`src/btss_pkg.sv`:
```
/*
 * Constants, types and field layout for the bit-test, skip-when-one executor.
 * Assumes a 16-bit instruction word and a 14-bit data address (6-bit bank, 8-bit offset).
 */
`default_nettype none
package btss_pkg;
    localparam int unsigned IW = 16;
    localparam int unsigned AW = 14;
    localparam int unsigned BW = 6;
    localparam int unsigned FW = 8;
    localparam int unsigned DW = 8;

    localparam int unsigned OPC_HI = 15;
    localparam int unsigned OPC_LO = 12;
    localparam int unsigned BIT_HI = 11;
    localparam int unsigned BIT_LO = 9;
    localparam int unsigned ACC_POS = 8;
    localparam int unsigned F_HI = 7;
    localparam int unsigned F_LO = 0;

    localparam logic [3:0]      OPC_BIT_TEST_SKIP_WHEN_ONE = 4'hA;
    localparam logic [FW-1:0]   INDEXED_LIMIT              = 8'h5F;
    localparam logic [FW-1:0]   ACCESS_SPLIT               = 8'h60;
    localparam logic [BW-1:0]   ACCESS_LOW_BANK            = 6'h00;
    localparam logic [BW-1:0]   ACCESS_HIGH_BANK           = 6'h3F;
    localparam logic [1:0]      QUARTERS_LAST              = 2'h3;
    localparam logic [1:0]      Q1_CODE                    = 2'h0;
    localparam logic [1:0]      Q2_CODE                    = 2'h1;
    localparam logic [1:0]      Q3_CODE                    = 2'h2;
    localparam logic [1:0]      Q4_CODE                    = 2'h3;
    localparam logic [AW-1:0]   ADDR_RESET                 = 14'h0000;
    localparam logic [1:0]      WORDS_NONE                 = 2'h0;
    localparam logic [1:0]      WORDS_ONE                  = 2'h1;

    typedef enum logic [1:0] {
        BTSS_IDLE  = 2'b00,
        BTSS_EXEC  = 2'b01,
        BTSS_FLUSH = 2'b10
    } btss_state_t;
endpackage : btss_pkg
`default_nettype wire

```
`src/btss_q_if.sv`:
```
/*
 * Quarter-phase enables shared between the phase generator and the executor.
 * Assumes one clock; each enable is a one-cycle pulse.
 */
`timescale 1ns/10ps
`default_nettype none
interface btss_q_if;
    logic q1;
    logic q2;
    logic q3;
    logic q4;
    modport gen (output q1, output q2, output q3, output q4);
    modport use_q (input q1, input q2, input q3, input q4);
endinterface : btss_q_if
`default_nettype wire

```
`src/btss_qgen.sv`:
```
/*
 * Quarter-phase divider: splits the core clock into four rotating enables.
 * Assumes ref_clk_i is the core clock; one quarter lasts one clock.
 */
`timescale 1ns/10ps
`default_nettype none
module btss_qgen
    import btss_pkg::*;
(
    input  wire logic ref_clk_i,
    input  wire logic rst_b_i,
    btss_q_if.gen     q
);
    logic [1:0] ph_q;
    logic [1:0] ph_d;

    always_comb begin
        ph_d = ph_q + 2'h1;
    end

    always_ff @(posedge ref_clk_i or negedge rst_b_i) begin
        if (!rst_b_i) begin
            ph_q <= Q1_CODE;
        end else begin
            ph_q <= ph_d;
        end
    end

    assign q.q1 = (ph_q == Q1_CODE);
    assign q.q2 = (ph_q == Q2_CODE);
    assign q.q3 = (ph_q == Q3_CODE);
    assign q.q4 = (ph_q == Q4_CODE);
endmodule : btss_qgen
`default_nettype wire

```
`src/btss_exec.sv`:
```
/*
 * Executor for the bit-test, skip-when-one instruction: decode, operand
 * address forming, data read, bit test and flush of skipped words.
 * Assumes data memory answers a read one clock after rd_en_o, and that the
 * fetch stage reports the word length of the prefetched instruction.
 * One instruction cycle is four clocks, one per quarter: Q1 decodes, Q2 reads,
 * Q3 tests the bit and Q4 decides. A skip adds one full no-operation cycle per
 * word of the skipped instruction, so the cost is one, two, three or four cycles.
 * Nothing is ever written back and no status flag is driven from here.
 */
`timescale 1ns/10ps
`default_nettype none
module btss_exec
    import btss_pkg::*;
(
    input  wire logic          ref_clk_i,
    input  wire logic          rst_b_i,
    input  wire logic          instr_valid_i,
    input  wire logic [IW-1:0] instr_i,
    input  wire logic [1:0]    next_words_i,
    input  wire logic          ext_set_en_i,
    input  wire logic [BW-1:0] bank_selection_register_i,
    input  wire logic [AW-1:0] index_base_i,
    input  wire logic [DW-1:0] rd_data_i,
    output logic               ready_o,
    output logic               busy_o,
    output logic               rd_en_o,
    output logic [AW-1:0]      rd_addr_o,
    output logic               skip_o,
    output logic               discard_o,
    output logic               no_operation_o,
    output logic               done_o
);
    ////////////////////////////////////////////////////////////////////////////
    // quarter phases

    btss_q_if qph ();

    btss_qgen u_qgen (
        .ref_clk_i (ref_clk_i),
        .rst_b_i   (rst_b_i),
        .q         (qph)
    );

    ////////////////////////////////////////////////////////////////////////////
    // decode

    logic          hit;
    logic [2:0]    bit_sel;
    logic          acc_bit;
    logic [FW-1:0] f_addr;
    logic [AW-1:0] eff_addr;

    assign hit     = instr_valid_i && (instr_i[OPC_HI:OPC_LO] == OPC_BIT_TEST_SKIP_WHEN_ONE);
    assign bit_sel = instr_i[BIT_HI:BIT_LO];
    assign acc_bit = instr_i[ACC_POS];
    assign f_addr  = instr_i[F_HI:F_LO];

    // bank-access one wins; indexed offsets only ever replace the access bank
    always_comb begin
        if (acc_bit) begin
            eff_addr = {bank_selection_register_i, f_addr};
        end else if (ext_set_en_i && (f_addr <= INDEXED_LIMIT)) begin
            eff_addr = index_base_i + {{(AW-FW){1'b0}}, f_addr};
        end else if (f_addr < ACCESS_SPLIT) begin
            eff_addr = {ACCESS_LOW_BANK, f_addr};
        end else begin
            eff_addr = {ACCESS_HIGH_BANK, f_addr};
        end
    end

    ////////////////////////////////////////////////////////////////////////////
    // sequencer

    btss_state_t   st_q;
    btss_state_t   st_d;
    logic [2:0]    bit_q;
    logic [2:0]    bit_d;
    logic [AW-1:0] addr_q;
    logic [AW-1:0] addr_d;
    logic          rd_q;
    logic          rd_d;
    logic          skip_q;
    logic          skip_d;
    logic          disc_q;
    logic          disc_d;
    logic          nop_q;
    logic          nop_d;
    logic          done_q;
    logic          done_d;
    logic [1:0]    left_q;
    logic [1:0]    left_d;
    logic [1:0]    words_q;
    logic [1:0]    words_d;

    always_comb begin
        st_d    = st_q;
        bit_d   = bit_q;
        addr_d  = addr_q;
        rd_d    = 1'b0;
        skip_d  = skip_q;
        disc_d  = 1'b0;
        nop_d   = nop_q;
        done_d  = 1'b0;
        unique case (st_q)
            BTSS_IDLE: begin
                if (qph.q1 && hit) begin
                    // decode in Q1, address is held for the Q2 read
                    st_d   = BTSS_EXEC;
                    bit_d  = bit_sel;
                    addr_d = eff_addr;
                    rd_d   = 1'b1;
                    skip_d = 1'b0;
                    nop_d  = 1'b0;
                end
            end
            BTSS_EXEC: begin
                if (qph.q3) begin
                    skip_d = rd_data_i[bit_q];
                end
                if (qph.q4) begin
                    // nothing is written back and no flag is touched
                    if (skip_q) begin
                        st_d   = BTSS_FLUSH;
                        disc_d = 1'b1;
                        nop_d  = 1'b1;
                    end else begin
                        st_d   = BTSS_IDLE;
                        done_d = 1'b1;
                    end
                end
            end
            BTSS_FLUSH: begin
                if (qph.q4) begin
                    if (left_q == WORDS_ONE) begin
                        st_d   = BTSS_IDLE;
                        nop_d  = 1'b0;
                        done_d = 1'b1;
                    end else begin
                        disc_d = 1'b1;
                    end
                end
            end
            default: begin
                st_d = BTSS_IDLE;
            end
        endcase
    end

    always_ff @(posedge ref_clk_i or negedge rst_b_i) begin
        if (!rst_b_i) begin
            st_q    <= BTSS_IDLE;
            bit_q   <= 3'h0;
            addr_q  <= ADDR_RESET;
            rd_q    <= 1'b0;
            skip_q  <= 1'b0;
            disc_q  <= 1'b0;
            nop_q   <= 1'b0;
            done_q  <= 1'b0;
        end else begin
            st_q    <= st_d;
            bit_q   <= bit_d;
            addr_q  <= addr_d;
            rd_q    <= rd_d;
            skip_q  <= skip_d;
            disc_q  <= disc_d;
            nop_q   <= nop_d;
            done_q  <= done_d;
        end
    end

    ////////////////////////////////////////////////////////////////////////////
    // flush counter: words of the skipped instruction still to be thrown away

    logic [1:0]    words_in;
    logic          cnt_load;
    logic          cnt_step;

    // a zero length from fetch counts as one word, so a skip always flushes something
    assign words_in = (next_words_i == WORDS_NONE) ? WORDS_ONE : next_words_i;
    assign cnt_load = (st_q == BTSS_EXEC) && qph.q4 && skip_q;
    assign cnt_step = (st_q == BTSS_FLUSH) && qph.q4;

    always_comb begin
        words_d = words_q;
        left_d  = left_q;
        if ((st_q == BTSS_EXEC) && qph.q2) begin
            // length of the prefetched word, known once it is fetched
            words_d = words_in;
        end
        if (cnt_load) begin
            left_d = words_q;
        end else if (cnt_step) begin
            left_d = left_q - WORDS_ONE;
        end
    end

    always_ff @(posedge ref_clk_i or negedge rst_b_i) begin
        if (!rst_b_i) begin
            words_q <= WORDS_NONE;
            left_q  <= WORDS_NONE;
        end else begin
            words_q <= words_d;
            left_q  <= left_d;
        end
    end

    ////////////////////////////////////////////////////////////////////////////
    // outputs

    // ready is combinational so the Q1 that shows done_o can take the next word

    assign ready_o        = (st_q == BTSS_IDLE) && qph.q1;
    assign busy_o         = (st_q != BTSS_IDLE);
    assign rd_en_o        = rd_q;
    assign rd_addr_o      = addr_q;
    assign skip_o         = skip_q;
    assign discard_o      = disc_q;
    assign no_operation_o = nop_q;
    assign done_o         = done_q;
endmodule : btss_exec
`default_nettype wire

```
`config.mk`:
```
export PLATFORM = sky130hd
export DESIGN_NAME = btss_exec
export DESIGN_NICKNAME = d
export VERILOG_FILES = /design/src/btss_pkg.sv /design/src/btss_q_if.sv /design/src/btss_qgen.sv /design/src/btss_exec.sv
export SDC_FILE = /design/constraint.sdc
export NUM_CORES = 1
export LEC_CHECK = 0
export BUFFER_PORTS_ARGS = -buffer_cell sky130_fd_sc_hd__buf_2
export CORE_MARGIN = 2
export CORE_UTILIZATION = 27
export DETAILED_ROUTE_END_ITERATION = 10
export SYNTH_ARGS = -nofsm -noshare
export SYNTH_HDL_FRONTEND = slang
export SYNTH_SLANG_ARGS = --single-unit
```
`constraint.sdc`:
```
create_clock -name ref_clk_i -period 1.6 [get_ports ref_clk_i]
set_input_delay 0.32 -clock ref_clk_i [delete_from_list [all_inputs] [get_ports ref_clk_i]]
set_output_delay 0.32 -clock ref_clk_i [all_outputs]
set_load 0.05 [all_outputs]
```
[After elaboration in Yosys (flattened, before gate mapping)]
Cells that the tools add are included.
Word-level totals
  register bits: 30
  output and inout bits: 21
  bits of input ports: 50
  logic and storage cells: 83
Cells by class
  reduce and logical (&&, ||, !) cells: 19
  equality and inequality tests: 13
  magnitude comparators: 3
  $add $sub $neg: 3
  muxes and demuxes: 34
Operators by type and width (count)
  $mux W14: 3
  $mux W1: 17
  $mux W2: 8
  $add A14 B8 Y14: 1
  $ne A2 B2 Y1 const B: 6
  $le A8 B7 Y1 const B: 1
  $logic_and A1 B1 Y1: 8
  $lt A8 B7 Y1 const B: 1
  $eq A2 B1 Y1 const B: 3
  $eq A2 B2 Y1 const B: 3
  $logic_not A2 Y1: 3
  $pmux W1 S2: 3
  $pmux W2 S3: 1
  $reduce_and A6 Y1: 1
  $reduce_bool A2 Y1: 3
  $eq A4 B4 Y1 const B: 1
  $lt A3 B4 Y1 const B: 1
  $reduce_and A4 Y1: 1
  $bmux W1 S3: 1
  $pmux W1 S3: 1
  $reduce_and A3 Y1: 1
  $reduce_bool A3 Y1: 1
  $add A2 B1 Y2 const B: 1
  $reduce_and A2 Y1: 1
  $sub A2 B1 Y2 const B: 1

[Longest topological paths before layout]
Gate-level depths: netlist (run 1).
  depth in word-level cells: 5
  depth in mapped cells: 8
  depth with buffers taken out: 7

[By module]
From an unflattened synthesis (run 1), not the netlist that was laid out.
Unflattened totals
  cell total of the unflattened synthesis: 212
  area total of the unflattened synthesis: 2010.7 um^2
By module, submodules not included
  btss_exec: cells an instance 204, seq. area each 700.7 um^2, instances 1, area an instance 1903.1 um^2
  btss_qgen: cells an instance 8, seq. area each 50.0 um^2, instances 1, area an instance 107.6 um^2

[Least setup slack after synthesis (run 1)]
No wires, ideal clock.
  path type: input to register
  start: input instr_i[0]
  end: register addr_q[10] (netlist: rd_addr_o[10])
  arrival: 1.795 ns
  cell stages on the path: 7
  path buffers: 0
  library setup time: 0.128 ns
  path slack: -0.323 ns
  required time: 1.472 ns
  cells stage by stage: ha_1 -> fa_1 -> a211oi_1 -> o21ai_0 -> o2111ai_1 -> xor2_1 -> o21ai_0
Between the ends
  word-level cells in the longest chain between the ends: 4
  elaborated cells between the ends (all ways): 7
  those cells by class: add/sub (1); order compare (2); mux (3); reduce/logical (1)
RTL lines
  start: declaration: line btss_exec.sv:19  | input wire logic [IW-1:0] instr_i,
  branches (longest 2 deep; another with $add A14 B8 Y14)
  $mux W14 (*): line btss_exec.sv:63  | end else if (ext_set_en_i && (f_addr <= INDEXED_LIMIT)) begin
  $mux W14 (*): line btss_exec.sv:61  | if (acc_bit) begin
  end signal: assignment: line btss_exec.sv:163  | addr_q <= addr_d;
  end: declaration: line btss_exec.sv:79  | logic [AW-1:0] addr_q;
Every way passes the cells marked *.
A chain may end at the register's enable or synchronous reset.

[Worst setup path after layout (run 1)]
  start: register u_qgen.ph_q[0]
  end: register skip_q (netlist: skip_o)
Between the ends
  word-level cells in the longest chain between the ends: 4
  elaborated cells between the ends (all ways): 6
  those cells by class: eq/ne (3); reduce/logical (3)
RTL lines
  start: declaration: line btss_qgen.sv:14  | logic [1:0] ph_q;
  start signal: assignment: line btss_qgen.sv:25  | ph_q <= ph_d;
  $logic_not A2 Y1: line btss_qgen.sv:29  | assign q.q1 = (ph_q == Q1_CODE);
  $logic_and A1 B1 Y1: line btss_exec.sv:107  | if (qph.q1 && hit) begin
  $ne A2 B2 Y1 (no line)
  $reduce_and A3 Y1 (no line) (*)
  end signal: assignment: line btss_exec.sv:165  | skip_q <= skip_d;
  end: declaration: line btss_exec.sv:83  | logic skip_q;
Mark *: on every way between the ends. The rest lies on a longest branch, timed or not.

==> results of run 1 <==
[cell usage after synthesis, types with 2 or more instances]
master     number  area share, %
a211oi_1        2           0.76
a211oi_2        2            1.3
a21o_1          3            1.1
a21oi_1        19            4.8
a31oi_1         4            1.3
and2_1          2           0.63
clkbuf_1        2           0.38
dfrtp_1        30             38
ha_1           17             11
inv_1          13            2.5
mux2i_1         4            2.0
mux4_1          2            2.7
nand2_1        26            4.9
nand2b_1        2           0.63
nand3_1         3           0.76
nor2_1         17            3.2
nor2b_1         3           0.95
nor3_1          5            1.3
o2111ai_1       2           0.89
o211ai_1        4            1.5
o21ai_0        20            5.1
o21ai_1         2           0.51
o22ai_1         4            1.3
o31ai_1         2           0.76
xnor2_1         3            1.3
xor2_1          8            3.5
[metrics by stage]
| step | util [%] | setup WS, ps |
|---|---|---|
| floorplan | - | -138.2 |
| global placement | 39.25 | -341.6 |
| detailed placement | 39.25 | -404.2 |
| CTS | 43.38 | -41.70 |
| global route | 46.47 | -126.3 |
| finish | 46.47 | -71.85 |
[worst paths after layout]
kind / start / end / slack, ps / cells after the start
min in group ref_clk_i: instr_i[11] / bit_q[2] / 230 / 3
min reg2reg: words_q[0] / words_q[0] / 470 / 2
min: rst_b_i / rd_addr_o[13] / 40 / 2
max: u_qgen.ph_q[0] / skip_o / -70 / 6
max in group asynchronous: rst_b_i / rd_addr_o[1] / 1270 / 2
max reg2reg: u_qgen.ph_q[0] / skip_o / -70 / 6
[power breakdown]
part / internal, mW / switching [mW] / leakage (nW)
logic: 0.617 / 0.953 / 1.11
clock network: 0.434 / 0.287 / 0.0575
registers: 0.941 / 0.158 / 0.387
total: 1.99 / 1.40 / 1.55
[routing by layer]
layer	global-route usage [%]	share of wire [%]	vias up	wire (um)
met1	17.93	42	969	2420
met3	3.139	6.0	12	344
li1	-	-	1024	-
met4	5.563	2.5	0	140
met2	24.87	49	62	2800
met5	0	0	-	0
[cell families after synthesis]
| group | count (synthesis) | share of synthesized area (%) |
|---|---|---|
| AO/OA/AOI/OAI | 69 | 21.52 |
| XOR/XNOR | 11 | 4.874 |
| adder cells (fa/ha/maj) | 18 | 11.77 |
| buffers and inverters | 17 | 3.481 |
| flip-flops | 30 | 37.97 |
| multiplexers | 7 | 5.253 |
| AND/OR/NAND/NOR | 64 | 15.13 |
[sequential cells by signal, summed over array words and instances, names as in the netlist]
name / flops
u_qgen.ph_q: 2
done_o: 1
discard_o: 1
skip_o: 1
rd_en_o: 1
left_q: 2
no_operation_o: 1
words_q: 2
st_q: 2
rd_addr_o: 14
bit_q: 3
[critical path, stage by stage, from the launching register on]
cell and delay [ps]:
dfrtp_1 390, inv_2 80, ha_4 140, and4bb_2 280
nand3_2 140, a2111oi_2 400, a311o_1 170
[cell type report]
cell class | count | area share (%)
timing repair inverter | 1 | 0.3377
multi-input combinational | 169 | 43.00
tap | 99 | 3.715
inverter | 13 | 1.914
timing repair buffer | 119 | 25.22
sequential | 30 | 22.51
clock buffer | 8 | 3.302
[timing repair]
item	4_1_cts	5_1_grt
endpoints found under the hold margin	0	0
gates resized for setup	43	43
endpoints found under the setup margin	17	24
cloned	1	2
hold buffers	0	0
buffers inserted	5	4
pin swaps	6	26
==> run_results.csv, run 1 <==
group,metric,value,unit
sta,relSlewSlack,74.17,%
setup_path,cp.arrival,1890,ps
grt,grt.total_usage,14.59,%
clock_network,cts_buffers,5,
synth,yosys_warnings,0,
finish,diodes,0,
setup_path,criticalPathCategory,"reg -> reg",
synth,yosysUniqueCellTypes,41,
place,dp_cells,419,
pwr,vdd_drop_max,0.0003557,V
floorplan,die_x,89.57,um
finish,final_cells,439,
route,dr.pass1.iters,4,
sta,worst_slack,-71.85,ps
route,avgRoutedWirePerCell,13.00,um
setup_path,cp.required,1820,ps
worst_hold_path,hold_path.class,"in -> async",
finish,register_area,750.7,um2
run,drv_cap,0,
synth,yosysSeqAreaShare,37.97,%
sta,fin_crit,1672,ps
sta,fin_skew,4.753,ps
outcome,status,"complete, but fails checks",
sta,setup_viol,8,
synth,synth_edf_count,0,
grt,grt_pass1_wl,9025,um
place,dpl-instance-area,0.002816,mm2
route,drc_errors,0,
floorplan,top_level_ports,71,
grt,grt_overflow,0,
route,drt_iter0_markers,30,
synth,syn_nets,284,
synth,synth.avg_cell_area,9.152,um2
finish,mostFrequentLayoutCell,"buf_2",
floorplan,initial_core_util,27.55,%
finish,drive_gt1_share,54.41,%
pwr,p_leak,1.554,nW
finish,syn_to_final_growth,68.67,%
clock_network,cts_tree,"done",
clock_network,cts_buffer_depth,2,
setup_path,worstSetupEndpointType,"register",
clock_network,cts_root_buf,"clkbuf_8",
floorplan,die_area,0.008022,mm2
sta,tns,-190.2,ps
clock_network,clock-sinks,30,
floorplan,rows,31,
sta,rsz0062_at_grt,"yes",
pwr,power_density,1016,mW/mm2
finish,nFillCells,719,
sta,fin_crit_sh,104.5,%
sta,tightest_slew,387.5,ps
sta,finalMaxSlewViolations,0,
sta,hold_viol,0,
clock_network,htreeDepth,2,
finish,final_nets,407,
route,drt-total-wl,5706,um
synth,ys_ff_latch,30,
finish,multi_input_area,0.001434,mm2
sta,hold_ws,42.67,ps
route,antenna_left,0,
route,vias,2067,
place,hpwl,4346,um
synth,async_flop_share,100.0,%
clock_network,worst_skew_pair.late_latency,280,ps
floorplan,die_h,89.57,um
setup_path,critPathMaxFanout,4,
grt,grt_pass1_vias,2009,
pwr,total_power,3.389,mW
sta,max_freq,598.1,MHz
setup_path,worstSetupStartpointType,"register",
grt,grt_max_degree,31,
floorplan,core,0.007176,mm2
grt,antenna_found_initial,0,
place,io_buffers,70,
place,place.gp.congestion,0.8026,
synth,yosys_most_used_dff,"dfrtp_1",
synth,netlist_area,0.001977,mm2
finish,final_cell_mix,"buf_2 (66), buf_4 (39), dfrtp_1 (30)",
clock_network,clk_pin_slew,70,ps
outcome,violations,"negative setup slack",
route,vias_per_cell,4.708,
finish,fin_area,0.003334,mm2
synth,syn_inst,216,
No activity file was read; power rests on OpenSTA's default activity.
==> run 2, diff against run 1 <==
Settings changed: SYNTH_HIERARCHICAL from default to 1.
==> run 2 against run 1 <==
The run now ends clean. Critical path depth fell by 1. Via count fell by 5.8%. Die area rose by 1.6%. Core utilization fell by 4.2 points. Combinational power rose by 24%. Maximum frequency rose by 5.0%. Non-clock buffer count fell by 9. Final cell count fell by 3.6%. First-iteration DRC count fell by 6.7%. Sequential share of layout area rose by 2.1 points. Critical endpoint is now ready_o. Largest cell class unchanged.
==> run_results.csv, run 2 <==
group,metric,value,unit
floorplan,core,0.007214,mm2
setup_path,criticalPathCategory,"reg -> out",
synth,post-synth-top-count-cell,"dfrtp_1",
sta,hold_viol,0,
route,antenna_left,0,
synth,synthTopCellsByCount,"dfrtp_1 (30), nand2_1 (24), a21oi_1 (18), ha_1 (17), o21ai_0 (14)",
clock_network,cts_root_buf,"clkbuf_8",
sta,relSlewSlack,74.52,%
synth,syn_nets,280,
place,dp_cells,410,
worst_hold_path,hold_path.class,"in -> async",
place,io_buffers,70,
finish,final_cells,423,
finish,diodes,0,
finish,largest_reg_flops,14,
setup_path,cp.arrival,1270,ps
place,place.gp.congestion,0.8211,
route,vias_per_cell,4.603,
synth,synth_top_area_share,37.34,%
synth,netlist_area,0.002011,mm2
floorplan,top_level_ports,71,
route,drc_errors,0,
sta,worst_slack,7.856,ps
clock_network,clk_pin_slew,60,ps
floorplan,rows,31,
route,dr_wl_met2,2580,um
floorplan,initial_core_util,27.87,%
setup_path,critPathTopFamily,"flip-flops",
outcome,status,"completed",
setup_path,path_buf_inv,3,
finish,final_nets,392,
clock_network,clock-sinks,30,
setup_path,crit_cells,5,
synth,yosys_warnings,6,
synth,synth.avg_cell_area,9.484,um2
route,highest_layer,"met4",
place,dpl-instance-area,0.002758,mm2
floorplan,die_x,90.30,um
route,drt_iter0_markers,28,
synth,syn_inst,212,
grt,antenna_found_initial,0,
grt,grt_max_degree,31,
setup_path,worstSetupStartpointType,"register",
sta,finalMaxSlewViolations,0,
pwr,p_leak,1.460,nW
setup_path,critPathMaxStageDelay,400,ps
sta,fin_crit,1592,ps
run,drv_cap,0,
setup_path,crit_slowest_cell,"dfrtp_1",
synth,synth_edf_count,0,
sta,tightest_slew,382.2,ps
route,drt-total-wl,5171,um
sta,rsz0062_at_grt,"yes",
floorplan,die_area,0.008153,mm2
route,wl_met3,282,um
route,avgRoutedWirePerCell,12.22,um
synth,yosysSeqAreaShare,37.34,%
pwr,total_power,3.578,mW
setup_path,path_cells,"inv_2, ha_4, buf_6, and2_4, buf_8",
pwr,power_density,1172,mW/mm2
sta,max_freq,628.1,MHz
route,vias,1947,
setup_path,worstSetupEndpointType,"output pin",
place,pre_cts_slack,-320.6,ps
sta,fin_crit_sh,99.51,%
place,hpwl,4175,um
finish,drive_gt1_share,46.60,%
clock_network,worst_skew_pair.late_latency,280,ps
sta,fin_skew,5.284,ps
route,dr.pass1.iters,4,
grt,grt_pass1_vias,1935,
setup_path,critPathLaunch,"st_q[0]",
setup_path,worstRegToRegCells,6,
sta,setup_viol,0,
grt,grt_overflow,0,
grt,grt_pass1_wl,8749,um
setup_path,critPathMaxFanout,5,
clock_network,htreeDepth,2,
finish,fin_area,0.003052,mm2
setup_path,cp.required,1280,ps
finish,syn_to_final_growth,51.77,%
synth,yosys_most_used_dff,"dfrtp_1",
clock_network,cts_tree,"done",
synth,ys_ff_latch,30,
synth,synth_top_area_cell,"dfrtp_1",
clock_network,cts_buffers,5,
pwr,vdd_drop_max,0.0003360,V
grt,grt.total_usage,13.21,%
route,wl_met1,2235,um
synth,synthTopCellsByArea,"dfrtp_1 (37%), ha_1 (11%), a21oi_1 (4.5%), nand2_1 (4.5%), o21ai_0 (3.5%)",
synth,async_flop_share,100.0,%
clock_network,cts_buffer_depth,2,
finish,final_cell_mix,"buf_2 (66), buf_4 (39), dfrtp_1 (30)",
setup_path,r2r_start,"st_q[0]",
finish,mostFrequentLayoutCell,"buf_2",
floorplan,die_h,90.30,um
synth,yosysUniqueCellTypes,42,
==> run 2: layout make-up <==
cell class	instances	area, um2
Clock buffer	7	76.32
Fill cell	734	4163
Inverter	11	41.29
Multi-Input combinational cell	166	1368
Sequential cell	30	750.7
Tap cell	99	123.9
Timing Repair Buffer	110	691.9
==> run 2: power by group <==
group          internal [mW]  switching (mW)
Combinational          0.816            1.13
Clock                  0.298           0.256
Sequential             0.948           0.131
==> run 2: layer usage <==
| layer | GRT usage, % | up-vias |
|---|---|---|
| met5 | 0 | - |
| met4 | 3.846 | 0 |
| met3 | 3.005 | 6 |
| met2 | 23.93 | 54 |
| met1 | 15.57 | 905 |
| li1 | - | 982 |
==> run 2: through the flow <==
stage	setup TNS, ps	hold WS (ps)	util, %
4_1_cts	0	56.93	40.13
5_1_grt	-64.50	65.11	42.30
6_report	0	44.95	42.30
3_5_place_dp	-2557	358.0	38.22
2_1_floorplan	-200.1	24.41	-
3_3_place_gp	-2320	355.3	38.22
==> run 2: what timing repair did <==
item	in CTS	in global routing
endpoints found under the setup margin	8	15
gates cloned	0	0
gates resized for setup	11	22
setup buffers	3	3
hold buffers	0	0
pin swaps	3	4
==> run 2: cells by family (layout without fill, tap and decap cells) <==
family          after synthesis  count (layout)  share of synthesized area, %
compound gates               62              62                         21.10
xor+xnor                     11              11                         4.792
fa+ha+maj                    18              18                         11.57
buf+inv                      16             128                         3.049
flops                        30              30                         37.34
mux                           6               6                         4.294
simple gates                 69              69                         17.86
==> run 2: path summary, 6_finish.rpt <==
path | end | slack, ps
hold / removal | done_o | 40
max in group asynchronous | rd_addr_o[12] | 1270
setup / recovery | ready_o | 8
hold reg to reg | rd_addr_o[1] | 470
setup reg to reg | rd_addr_o[13] | 130
min in group ref_clk_i | bit_q[0] | 240
==> run 3, diff against run 2 <==
Settings changed: CORE_MARGIN 2 to 5.
==> run 3 against run 2 <==
First-iteration DRC count increased by 21%. Final cell count unchanged. Final area decreased by 1.4%. Register-to-register slack got worse by 50 ps. Maximum frequency decreased by 0.27%. Non-clock buffer count decreased by 1. Critical path type unchanged.
==> run_results.csv, run 3 (same netlist as run 2, synthesis figures left out) <==
group,metric,value,unit
setup_path,r2r_slack,80,ps
finish,syn_to_final_growth,49.60,%
grt,grt_max_degree,31,
pwr,vdd_drop_max,0.0004696,V
route,antenna_left,0,
clock_network,clock-sinks,30,
setup_path,critPathLaunch,"st_q[1]",
finish,mostFrequentLayoutCell,"buf_2",
grt,grt_overflow,0,
sta,max_freq,626.4,MHz
clock_network,cts_hold_buf,0,
floorplan,rows,31,
clock_network,cts_tree,"done",
clock_network,cts_buffers,5,
sta,fin_crit_sh,99.77,%
clock_network,cts_root_buf,"clkbuf_8",
finish,final_cell_mix,"buf_2 (66), buf_4 (37), dfrtp_1 (30)",
pwr,swShare,42.58,%
grt,grt_pass1_vias,1963,
floorplan,die_area,0.009273,mm2
floorplan,die_x,96.30,um
finish,final_nets,391,
setup_path,crit_slowest_cell,"dfrtp_1",
setup_path,path_cells,"inv_2, ha_4, buf_6, and2_4, buf_8",
route,drt-total-wl,5695,um
place,hpwl,4522,um
floorplan,top_level_ports,71,
route,avgRoutedWirePerCell,13.46,um
finish,largest_reg_flops,14,
setup_path,critPathMaxStageDelay,380,ps
setup_path,r2r_start,"st_q[0]",
route,vias,1948,
route,drc_errors,0,
grt,grt.total_usage,12.27,%
pwr,combPwrFrac,53.6,%
grt,grt_pass1_wl,8769,um
floorplan,core,0.007253,mm2
setup_path,cp.arrival,1280,ps
clock_network,htreeDepth,2,
sta,setup_viol,0,
setup_path,cp.required,1280,ps
sta,fin_crit,1596,ps
pwr,p_leak,1.470,nW
pwr,switchingPower,1.565,mW
clock_network,cts_buffer_depth,2,
outcome,status,"completed",
pwr,power_density,1222,mW/mm2
setup_path,critPathMaxFanout,6,
finish,drive_gt1_share,45.99,%
floorplan,die_h,96.30,um
finish,fin_util,41.47,%
floorplan,initial_core_util,27.72,%
clock_network,worst_skew_pair.late_latency,280,ps
setup_path,r2r_end,"no_operation_o",
pwr,p_clk_share,17.1,%
clock_network,clk_pin_slew,70,ps
sta,hold_ws,65.95,ps
setup_path,worstSetupEndpointType,"output pin",
sta,fin_skew,4.802,ps
finish,diodes,0,
route,drt_iter0_markers,34,
place,pre_cts_slack,-323.5,ps
sta,finalMaxSlewViolations,0,
pwr,internal_power,2.111,mW
grt,antenna_found_initial,0,
setup_path,worstRegToRegCells,8,
place,place.gp.congestion,0.8686,
route,dr.pass1.iters,4,
setup_path,path_buf_inv,3,
setup_path,worstSetupStartpointType,"register",
sta,tightest_slew,662.3,ps
setup_path,criticalPathCategory,"reg -> out",
pwr,power_frac_seq,29.4,%
place,io_buffers,70,
sta,rsz0062_at_grt,"yes",
setup_path,critPathTopFamily,"flip-flops",
run,drv_cap,0,
pwr,total_power,3.676,mW
sta,relSlewSlack,55.85,%
sta,worst_slack,3.602,ps
route,vias_per_cell,4.605,
worst_hold_path,hold_path.class,"in -> async",
sta,hold_viol,0,
==> run 3: cell count changes in the layout (fill, tap and decap cells not counted), sizes merged <==
cell    before  now
buf        110  108
clkbuf       7    8
clkinv       0    1
==> run 3: layer usage <==
layer	track usage, %	vias to the layer above	routed length, um
met3	3.284	9	349
li1	-	983	-
met4	3.621	0	82
met2	21.51	60	2838
met5	0	-	0
met1	14.62	896	2425
==> run 3: repair_timing <==
action,in CTS,in global routing
buffers inserted,3,5
gates cloned,0,0
endpoints found under the hold margin,0,0
setup endpoints to repair,7,15
pin swaps,3,11
gates resized for setup,10,17
==> run 3: through the flow <==
step	cells	cell area (um2)	TNS, ps
2_1_floorplan	212	2037	-200.1
3_3_place_gp	407	2735	-2306
3_5_place_dp	407	2735	-2550
4_1_cts	418	2880	-3.723
5_1_grt	423	3008	-348.5
6_report	423	3008	0
==> run 3: final cells by class <==
| type | instances | area, um2 |
|---|---|---|
| multi-input cells | 166 | 1313 |
| fillers | 730 | 4245 |
| flip-flops and latches | 30 | 750.7 |
| inverters | 11 | 41.29 |
| clock buffers | 7 | 86.33 |
| repair buffers | 109 | 688.2 |
| clock inverters | 1 | 5.005 |
| well taps | 99 | 123.9 |
==> run 3: worst max-delay path by stage <==
stage	cells past startpoint	slack, ps	to
3_5_place_dp	8	-320	rd_addr_o[8]
2_1_floorplan	7	-110	rd_addr_o[8]
3_3_place_gp	8	-320	rd_addr_o[8]
6_report	5	4	ready_o
4_1_cts	5	-4	ready_o
5_1_grt	8	-90	rd_addr_o[6]
==> run 3: power groups by stage <==
stage | registers (mW) | logic, mW | clock network, mW
after detailed placement | 1.10 | 1.62 | 0
after global placement | 1.09 | 1.60 | 0
after global routing | 1.11 | 2.15 | 0.683
final | 1.08 | 1.97 | 0.627
after floorplan | 1.41 | 0.800 | 0
after CTS | 1.08 | 1.76 | 0.650
